File: src/hw/spi_dac_consts.svh
`ifndef SPI_DAC_CONSTS_SVH
`define SPI_DAC_CONSTS_SVH

// ----------------------------------------------------------------
// Code word layout
// ----------------------------------------------------------------
`define CODE_MSB      17
`define CODE_MID      18'h20000
`define CODE_ZERO     18'h00000
`define CODE_CLEAR    18'h00000

// ----------------------------------------------------------------
// Serial frame bit counting
// ----------------------------------------------------------------
`define FRAME_BITS    5'h12
`define BIT_ONE       5'h01
`define BIT_ZERO      5'h00

`endif

File: src/hw/spi_dac_pkg.sv
// ----------------------------------------------------------------
// Shared types of the converter front end
// ----------------------------------------------------------------
package spi_dac_pkg;

    typedef logic [17:0] code_t;       // One converter code word
    typedef logic [4:0]  bit_count_t;  // Bits seen in the current frame

    // Frame sequencing, one-hot
    typedef enum logic [2:0] {
        ST_IDLE   = 3'b001,            // Chip select high
        ST_FRAME  = 3'b010,            // Chip select low, bits shifting
        ST_COMMIT = 3'b100             // Word moves to the input register
    } link_state_t;

endpackage : spi_dac_pkg

File: src/hw/spi_shift_if.sv
`timescale 1ns/1ps
// ----------------------------------------------------------------
// Link between frame control and the serial shift engine
// ----------------------------------------------------------------
interface spi_shift_if;
    import spi_dac_pkg::*;

    logic  sample;      // Take one serial bit this cycle
    logic  sdi;         // The serial bit
    logic  clear;       // Restart the bit count
    code_t shift_word;  // Last eighteen bits received
    logic  frame_full;  // A whole word has been received

    modport engine (input sample, input sdi, input clear,
                    output shift_word, output frame_full);
    modport owner  (output sample, output sdi, output clear,
                    input shift_word, input frame_full);
endinterface : spi_shift_if

File: src/hw/spi_dac_input_control.sv
`timescale 1ns/1ps
`include "spi_dac_consts.svh"

// ----------------------------------------------------------------
// Summary of operation
// - Low latch load makes converter latch transparent
// - Reset loads midscale or zero by strap
// - Gain strap selects buffer gain one or two
// - Format strap: straight binary or twos complement
// - Low hardware reset restores strap reset code
// - High power-down request enters power-down
// - Shifting happens only while chip select low
// - Serial output released while chip select high
// - Stand-alone: input register shifted out serially
// - Daisy chain: shift register shifted out serially
// ----------------------------------------------------------------

module spi_dac_input_control (
    input  wire logic          clk_i,                   // System clock
    input  wire logic          rst_i,                   // Power-on reset
    input  wire logic          sclk_i,                  // Serial clock pin
    input  wire logic          cs_n_i,                  // Chip select pin
    input  wire logic          sdi_i,                   // Serial data in pin
    input  wire logic          latch_load_n_i,          // Latch load pin
    input  wire logic          reset_n_i,               // Hardware reset pin
    input  wire logic          power_down_request_i,    // Power-down pin
    input  wire logic          reset_code_select_i,     // Reset code strap
    input  wire logic          gain_select_i,           // Gain strap
    input  wire logic          code_format_select_i,    // Format strap
    input  wire logic          readout_source_select_i, // Readout strap
    output logic               sdo_o,                   // Serial data out
    output logic               sdo_oe_o,                // Serial out enable
    output spi_dac_pkg::code_t dac_code_o,              // Converter latch
    output logic               gain_two_o,              // Buffer gain is two
    output logic               power_down_o             // Output stage off
);
    import spi_dac_pkg::*;

    // ----------------------------------------------------------------
    // Decoding helpers
    // ----------------------------------------------------------------

    // Code loaded by any reset, picked by the strap
    function automatic code_t strap_code(input logic select_mid);
        strap_code = select_mid ? `CODE_MID : `CODE_ZERO;
    endfunction : strap_code

    // Converter latch always holds offset binary
    function automatic code_t to_offset_binary(input code_t word, input logic straight);
        to_offset_binary = straight ? word : {~word[`CODE_MSB], word[`CODE_MSB-1:0]};
    endfunction : to_offset_binary

    // ----------------------------------------------------------------
    // Declarations
    // ----------------------------------------------------------------
    link_state_t state;            // Frame sequencing state
    link_state_t next_state;       // Next frame state
    logic        sclk_prev;        // Serial clock one cycle ago
    logic        init_pending;     // Strap code still to be loaded
    logic        next_init_pending;
    code_t       input_reg;        // Input register
    code_t       next_input_reg;
    code_t       readout_reg;      // Stand-alone readout copy
    code_t       next_readout_reg;
    code_t       next_dac_code;
    logic        next_sdo;
    logic        next_sdo_oe;
    logic        next_gain_two;
    logic        next_power_down;
    logic        sclk_rise;        // Rising serial clock edge seen
    logic        sclk_fall;        // Falling serial clock edge seen
    logic        frame_start;      // First cycle with chip select low
    logic        load_strap;       // Any reset forces the strap code

    spi_shift_if sh ();            // Carrier to the shift engine

    // ----------------------------------------------------------------
    // Serial clock edge detection
    // ----------------------------------------------------------------

    // Pins are synchronous to clk_i, so one history flop is enough
    assign sclk_rise   = sclk_i & ~sclk_prev;
    assign sclk_fall   = ~sclk_i & sclk_prev;
    assign frame_start = (state != ST_FRAME) & ~cs_n_i;
    // Hardware reset pin and the post power-on load act alike
    assign load_strap  = ~reset_n_i | init_pending;

    // ----------------------------------------------------------------
    // Shift engine
    // ----------------------------------------------------------------

    // Bits are taken on rising serial edges, chip select low only
    assign sh.sample = sclk_rise & ~cs_n_i & reset_n_i;
    assign sh.sdi    = sdi_i;
    // A new frame or a hardware reset restarts the bit count
    assign sh.clear  = frame_start | ~reset_n_i;

    spi_shift_engine u_shift (
        .clk_i (clk_i),
        .rst_i (rst_i),
        .sh    (sh)
    );

    // ----------------------------------------------------------------
    // Frame sequencing
    // ----------------------------------------------------------------

    // Commit needs a whole word; a short frame is dropped silently
    always_comb begin
        next_state = state;
        if (!reset_n_i) begin
            next_state = ST_IDLE;
        end else begin
            unique case (state)
                ST_IDLE: begin
                    if (!cs_n_i) begin
                        next_state = ST_FRAME;
                    end
                end
                ST_FRAME: begin
                    // Chip select rise closes the frame
                    if (cs_n_i) begin
                        next_state = sh.frame_full ? ST_COMMIT : ST_IDLE;
                    end
                end
                ST_COMMIT: begin
                    next_state = cs_n_i ? ST_IDLE : ST_FRAME;
                end
                default: begin
                    // Recover from a corrupted one-hot code
                    next_state = ST_IDLE;
                end
            endcase
        end
    end

    always_ff @(posedge clk_i or posedge rst_i) begin
        if (rst_i) begin
            state <= ST_IDLE;
        end else begin
            state <= next_state;
        end
    end

    // ----------------------------------------------------------------
    // Input register and converter latch
    // ----------------------------------------------------------------

    // The strap is a level, so it is read by a clocked load after reset
    always_comb begin
        next_init_pending = 1'b0;
        next_input_reg    = input_reg;
        if (load_strap) begin
            next_input_reg = strap_code(reset_code_select_i);
        end else if (state == ST_COMMIT) begin
            // Format conversion happens once, on the way in
            next_input_reg = to_offset_binary(sh.shift_word,
                                              code_format_select_i);
        end
    end

    // Latch follows the input register as it is written, so no lag
    always_comb begin
        next_dac_code = dac_code_o;
        if (!latch_load_n_i || load_strap) begin
            next_dac_code = next_input_reg;
        end
    end

    always_ff @(posedge clk_i or posedge rst_i) begin
        if (rst_i) begin
            init_pending <= 1'b1;
            input_reg    <= `CODE_ZERO;
            dac_code_o   <= `CODE_ZERO;
        end else begin
            init_pending <= next_init_pending;
            input_reg    <= next_input_reg;
            dac_code_o   <= next_dac_code;
        end
    end

    // ----------------------------------------------------------------
    // Serial readout
    // ----------------------------------------------------------------

    // Readout copy is frozen at frame start so a commit cannot tear it
    always_comb begin
        next_readout_reg = readout_reg;
        if (frame_start) begin
            next_readout_reg = input_reg;
        end else if (sh.sample) begin
            next_readout_reg = {readout_reg[`CODE_MSB-1:0], 1'b0};
        end
    end

    // Output changes on falling serial edges, ready for the next rise
    always_comb begin
        next_sdo_oe = ~cs_n_i;
        next_sdo    = sdo_o;
        if (cs_n_i) begin
            next_sdo = 1'b0;
        end else if (frame_start) begin
            next_sdo = readout_source_select_i ? input_reg[`CODE_MSB]
                                               : sh.shift_word[`CODE_MSB];
        end else if (sclk_fall) begin
            next_sdo = readout_source_select_i ? readout_reg[`CODE_MSB]
                                               : sh.shift_word[`CODE_MSB];
        end
    end

    always_ff @(posedge clk_i or posedge rst_i) begin
        if (rst_i) begin
            sclk_prev   <= 1'b0;
            readout_reg <= `CODE_ZERO;
            sdo_o       <= 1'b0;
            sdo_oe_o    <= 1'b0;
        end else begin
            sclk_prev   <= sclk_i;
            readout_reg <= next_readout_reg;
            sdo_o       <= next_sdo;
            sdo_oe_o    <= next_sdo_oe;
        end
    end

    // ----------------------------------------------------------------
    // Analog stage controls
    // ----------------------------------------------------------------

    // Straps may move at any time; outputs follow a cycle later
    always_comb begin
        next_gain_two   = gain_select_i;
        next_power_down = power_down_request_i;
    end

    // Power-down leaves the codes alone; only the output stage shuts off
    always_ff @(posedge clk_i or posedge rst_i) begin
        if (rst_i) begin
            gain_two_o   <= 1'b0;
            power_down_o <= 1'b0;
        end else begin
            gain_two_o   <= next_gain_two;
            power_down_o <= next_power_down;
        end
    end
endmodule : spi_dac_input_control

File: src/hw/spi_shift_engine.sv
`timescale 1ns/1ps
`include "spi_dac_consts.svh"

// ----------------------------------------------------------------
// Serial input shift register with saturating bit count
// ----------------------------------------------------------------
module spi_shift_engine (
    input  wire logic   clk_i,
    input  wire logic   rst_i,
    spi_shift_if.engine sh
);
    import spi_dac_pkg::*;

    code_t      shift_word;       // Shift register contents
    bit_count_t bit_count;        // Saturates at one full word
    code_t      next_shift_word;  // Next shift register contents
    bit_count_t next_bit_count;   // Next bit count

    // Next values: new bits enter at the bottom, old ones leave at the top
    always_comb begin
        next_shift_word = shift_word;
        next_bit_count  = bit_count;
        if (sh.sample) begin
            next_shift_word = {shift_word[`CODE_MSB-1:0], sh.sdi};
        end
        // A clear in the same cycle as a bit still counts that bit
        if (sh.clear) begin
            next_bit_count = sh.sample ? `BIT_ONE : `BIT_ZERO;
        end else if (sh.sample && bit_count != `FRAME_BITS) begin
            next_bit_count = bit_count + `BIT_ONE;
        end
    end

    // Registers only
    always_ff @(posedge clk_i or posedge rst_i) begin
        if (rst_i) begin
            shift_word <= `CODE_CLEAR;
            bit_count  <= `BIT_ZERO;
        end else begin
            shift_word <= next_shift_word;
            bit_count  <= next_bit_count;
        end
    end

    assign sh.shift_word = shift_word;
    // Longer frames keep the last word; the extra bits pass on downstream
    assign sh.frame_full = (bit_count == `FRAME_BITS);

endmodule : spi_shift_engine

File: config.mk
export PLATFORM = sky130hd
export DESIGN_NAME = spi_dac_input_control
export DESIGN_NICKNAME = d
export VERILOG_FILES = /design/src/hw/spi_dac_pkg.sv /design/src/hw/spi_shift_if.sv /design/src/hw/spi_dac_input_control.sv /design/src/hw/spi_shift_engine.sv
export VERILOG_INCLUDE_DIRS = /design/src /design/src/hw
export SDC_FILE = /design/constraint.sdc
export NUM_CORES = 1
export LEC_CHECK = 0
export ABC_AREA = 1
export BUFFER_PORTS_ARGS = -buffer_cell sky130_fd_sc_hd__buf_2
export CAP_MARGIN = 0
export CELL_PAD_IN_SITES_DETAIL_PLACEMENT = 0
export CELL_PAD_IN_SITES_GLOBAL_PLACEMENT = 1
export CORE_UTILIZATION = 24
export CTS_CLUSTER_SIZE = 12
export DETAILED_ROUTE_END_ITERATION = 16
export PLACE_DENSITY = 0.54
export SLEW_MARGIN = 25
export SYNTH_ARGS = -nofsm -noshare
export SYNTH_HDL_FRONTEND = slang
export SYNTH_SLANG_ARGS = --single-unit
File: constraint.sdc
create_clock -name clk_i -period 3 [get_ports clk_i]
set_clock_uncertainty 0.15 [all_clocks]
set_input_delay 0.75 -clock clk_i [delete_from_list [all_inputs] [get_ports clk_i]]
set_output_delay 0.75 -clock clk_i [all_outputs]
set_load 0.03 [all_outputs]
# == Word level (Yosys, flattened, before mapping) ==
# Index checks and enable logic that the tools add are counted.
# totals
register_bits,86
in_bits,12
out_inout_bits,22
word_cells,60
# classes
add_sub_neg,1
n_eq_ne,8
n_mux,20
bitwise_logic,12
reduce_logical,7
# ops
operator,count
$mux W18,6
$mux W3,4
$mux W5,2
$pmux W3 S3,1
$mux W1,6
$ne A3 B3 Y1 const B,2
$add A5 B1 Y5 const B,1
$and A1 B1 Y1,5
$eq A5 B5 Y1 const B,1
$ne A5 B5 Y1 const B,1
$not A1 Y1,5
$reduce_bool A2 Y1,2
$eq A3 B1 Y1 const B,1
$eq A3 B2 Y1 const B,1
$eq A3 B3 Y1 const B,1
$ne A3 B2 Y1 const B,1
$reduce_bool A3 Y1,1
$mux W2,1
$or A1 B1 Y1,2
$reduce_and A2 Y1,1
$logic_and A1 B1 Y1,1
$logic_not A1 Y1,1
$logic_or A1 B1 Y1,1

# == Longest topological paths before layout ==
# depth
depth_word,7
mapped_depth,10

# == Modules after synthesis ==
# Synthesis repeated with hierarchy kept, for this count alone.
# hier_totals
cells_unflattened,460
area_unflattened_um2,4030.1
# modules_own_cells
mod,instances,cells_per_inst,area_per_inst_um2
spi_dac_input_control,1,352,3030.4
spi_shift_engine,1,108,999.7

# == Worst setup path after synthesis ==
# Ideal clock, no wire load.
# synth_timing
path_type,input -> register
from,input reset_n_i
to,register readout_reg[3]
arrival_time_ns,1.488
required_ns,2.726
setup_slack_ns,1.238
cell_stages,9
cell_sequence,buf_4 > nand2_2 > inv_2 > nand2_2 > buf_6 > buf_6 > o21ai_1 > o21ai_1 > o21ai_1
# synth_via
elab_chain_len,2
# synth_rtl
element,line,source
"start, declared",spi_dac_input_control.sv:25,"input wire logic reset_n_i,"
$and A1 B1 Y1,spi_dac_input_control.sv:93,assign sh.sample = sclk_rise & ~cs_n_i & reset_n_i;
$reduce_bool A2 Y1 (no line),-,
"end signal, assigned",spi_dac_input_control.sv:214,readout_reg <= `CODE_ZERO;
"end signal, assigned",spi_dac_input_control.sv:219,readout_reg <= next_readout_reg;
"end, declared",spi_dac_input_control.sv:63,code_t readout_reg;
# No other way between the ends.
# A chain may end at the register's enable or synchronous reset.

# == Final worst setup path ==
# layout_timing
from,register state[0]
to,register dac_code_o[17]
# layout_via
elab_chain_len,3
# layout_rtl
element,line,source
"start, declared",spi_dac_input_control.sv:56,link_state_t state;
"start signal, assigned",spi_dac_input_control.sv:141,state <= next_state;
$eq A3 B3 Y1,spi_dac_input_control.sv:155,end else if (state == ST_COMMIT) begin
$mux W18,spi_dac_input_control.sv:155,
$mux W18,spi_dac_input_control.sv:153,if (load_strap) begin
"end signal, assigned",spi_dac_input_control.sv:174,dac_code_o <= `CODE_ZERO;
"end signal, assigned",spi_dac_input_control.sv:178,dac_code_o <= next_dac_code;
"end, declared",spi_dac_input_control.sv:33,"output spi_dac_pkg::code_t dac_code_o,"
# No other way between the ends.

==> out/qor.yml <==
sta:
  slew_viol_final: 0
  fmax_mhz: 516.1
  final.setup.tns_ns: 0
  finalSetupViolations: 0
  timing_hold_violations_final: 0
  worst_slew_pin_slew_ns: 0.6731
  rsz0062_at_grt: "false"
  fin_crit_ns: 1.937
  slew_headroom: 0.5502
  period_share: 0.6458
  fin_ws_ns: 1.063
cells_and_area:
  final_nets: 495
  utilization: 0.2926
  drive_gt1_frac: 0.1523
  num_antenna_cells: 0
  area_growth_pct: 17.98
drt:
  vias: 2841
  drt-wirelength-per-cell_um: 12.59
  drc: 0
  ant_nets: 0
  drt_wl_total_um: 8772
  drt-pass1-iter-count: 5
  vias_per_cell: 4.076
  drt_iter0_drc: 139
setup_path:
  cp_num_buf_inv: 1
  slowest_delay_ns: 0.54
  cp_top_family: "simple AND/OR/NAND/NOR gates"
  worstPathArrival_ns: 2.02
  crit_type: "reg2reg"
  worst-path-max-fanout: 18
  crit_top_cell: "nand2_1"
  worst_path_max_delay_cell: "dfstp_2"
  cp-end-kind: "register"
  required_ns: 3.08
  cp_cell_sequence: "nor2_1 -> nand2_1 -> inv_2 -> nand2_1 -> nand3_1 -> nand3_1 -> nand2_1"
  worst_setup_path_start_kind: "register"
synthesis:
  synth.area.mux_share: 0
  synthCells: 448
  syn-cell-area_mm2: 0.003812
  synth_top_family_by_area: "simple AND/OR/NAND/NOR gates"
  synth_warnings: 0
  synth_compound_area_frac: 0.1172
  synthSimpleGateAreaFrac: 0.1864
  synth_adder_area_share: 0.006564
  synth_seq_cells: 86
  ys_types: 28
  syn_nets: 462
  syn_avg_cell_area_um2: 8.510
  synth_xor_area_frac: 0.002297
  synth_seq_area_share: 0.5651
die:
  core_mm2: 0.01537
  dieArea_mm2: 0.01639
  start_util: 0.2480
  ios: 34
  die_y_um: 128.0
  die_w_um: 128.0
  rows: 45
clock_network:
  htreeDepth: 3
  clockBufferDepth: 2
  cts-root-buf: "clkbuf_16"
  ctsResizeCount: 0
  holdBufCountCts: 0
  clk_latency_ns: 0.35
  clkTransAtPathRegs_ns: 0.06
  cts_setup_buffers: 0
  numCtsBuffers: 9
  cts.sinks: 86
  cts_tree: "done"
min_path:
  hp-class: "reg2reg"
placement:
  place_ws_ns: 0.7504
  portBuffers: 33
  place_congestion: 0.7777
  dp_hpwl_um: 5849
grt:
  antenna_found_initial: 0
  grt_pass1_wl_um: 14880
  grt_usage: 0.1206
  grt_pass1_vias: 2847
  gr-total-overflow: 0
  grt_max_degree: 55
power_and_ir_drop:
  irDropWorstVdd_mv: 0.2650
  p_per_area_mw_per_mm2: 625.4
  fin_total_pwr_mw: 2.813
  leakage_nw: 2.351
job:
  cap_violations: 0
outcome:
  status: "complete, no violations"
## Yosys cell counts (all sizes together)
library cell | number | area share
o21ai | 87 | 0.11
nand4 | 4 | 0.0066
clkbuf | 4 | 0.0043
dfstp | 2 | 0.014
nand3b | 2 | 0.0039
buf | 15 | 0.031
ha | 2 | 0.0066
nand3 | 35 | 0.047
dfrtp | 84 | 0.55
or2 | 1 | 0.0016
clkinv | 1 | 0.00098
conb | 1 | 0.00098
a21oi | 1 | 0.0013
nor2 | 9 | 0.015
o22ai | 1 | 0.0016
inv | 87 | 0.086
and2 | 1 | 0.0016
xor2 | 1 | 0.0023
nand2 | 110 | 0.11
## through the flow
stage | instance area [µm²] | hold WS [ns] | std cells
after CTS | 4498 | 0.3390 | 697
after detailed placement | 4173 | 0.3232 | 681
after global placement | 4173 | 0.3194 | 681
after floorplan | 3816 | 0.3030 | 448
after global routing | 4498 | 0.3458 | 697
final | 4498 | 0.3322 | 697
## layer usage
layer  GRT usage  vias up  routed length, µm
met1      0.1606     1329               4147
met5           0        -                  0
met3     0.03297       16                356
li1            -     1456                  -
met2      0.1832       40               4091
met4     0.05190        0                176
## final cells by class
cell class | count | area (µm²)
fillers | 1634 | 10870
inverters | 88 | 334.1
flip-flops and latches | 86 | 2155
well taps | 211 | 264.0
repair buffers | 41 | 225.2
clock inverters | 5 | 82.58
multi-input cells | 255 | 1195
clock buffers | 11 | 242.7
## cell families after synthesis
kind of cell,after synthesis
buffers and inverters,107
other,1
AND/OR/NAND/NOR,162
flip-flops,86
XOR/XNOR,1
AO/OA/AOI/OAI,89
adder cells (fa/ha/maj),2
## worst paths after layout
check                               start              to  slack (ns)  cells past startpoint
min reg2reg                dac_code_o[10]  dac_code_o[10]        0.33                      2
min in group asynchronous           rst_i    power_down_o        0.41                      3
max                              state[0]  dac_code_o[17]        1.06                      7
max in group asynchronous           rst_i  dac_code_o[14]        1.84                      3
min                        dac_code_o[10]  dac_code_o[10]        0.33                      2
max reg2reg                      state[0]  dac_code_o[17]        1.06                      7
## tightest hold or removal path, delay by kind of cell (launching register included)
family / cells / cell delay [ns]
flip-flops: 1 / 0.34
AND/OR/NAND/NOR: 1 / 0.05
AO/OA/AOI/OAI: 1 / 0.06
## placed cells by master, fill, tap and decap left out
master / netlist / routed
nand2_2: 3 / 3
inv_1: 80 / 79
nand3_2: 1 / 1
dfstp_2: 2 / 2
inv_2: 7 / 7
nand2_1: 107 / 107
ha_1: 2 / 2
nor2_2: 3 / 3
bufinv_16: 0 / 2
nand3b_1: 2 / 2
conb_1: 1 / 1
dfrtp_1: 84 / 84
clkinvlp_4: 0 / 1
clkinv_2: 0 / 1
nor2_1: 5 / 5
clkbuf_8: 0 / 1
or2_1: 1 / 1
and2_1: 1 / 1
o22ai_1: 1 / 1
clkinv_4: 0 / 2
o21ai_1: 57 / 57
buf_4: 4 / 8
nor2_8: 1 / 1
clkbuf_1: 3 / 1
nand3_1: 34 / 34
xor2_1: 1 / 1
o21ai_0: 30 / 30
clkinv_1: 1 / 1
buf_2: 6 / 33
clkbuf_16: 0 / 9
nand4_1: 4 / 4
a21oi_1: 1 / 1
## where the power goes
| part | switching [mW] | internal, mW |
|---|---|---|
| Combinational | 0.198 | 0.0882 |
| Clock | 0.464 | 0.754 |
| Sequential | 0.0458 | 1.26 |
| Total | 0.707 | 2.11 |
Note: power is estimated with default switching activity, not from simulation.
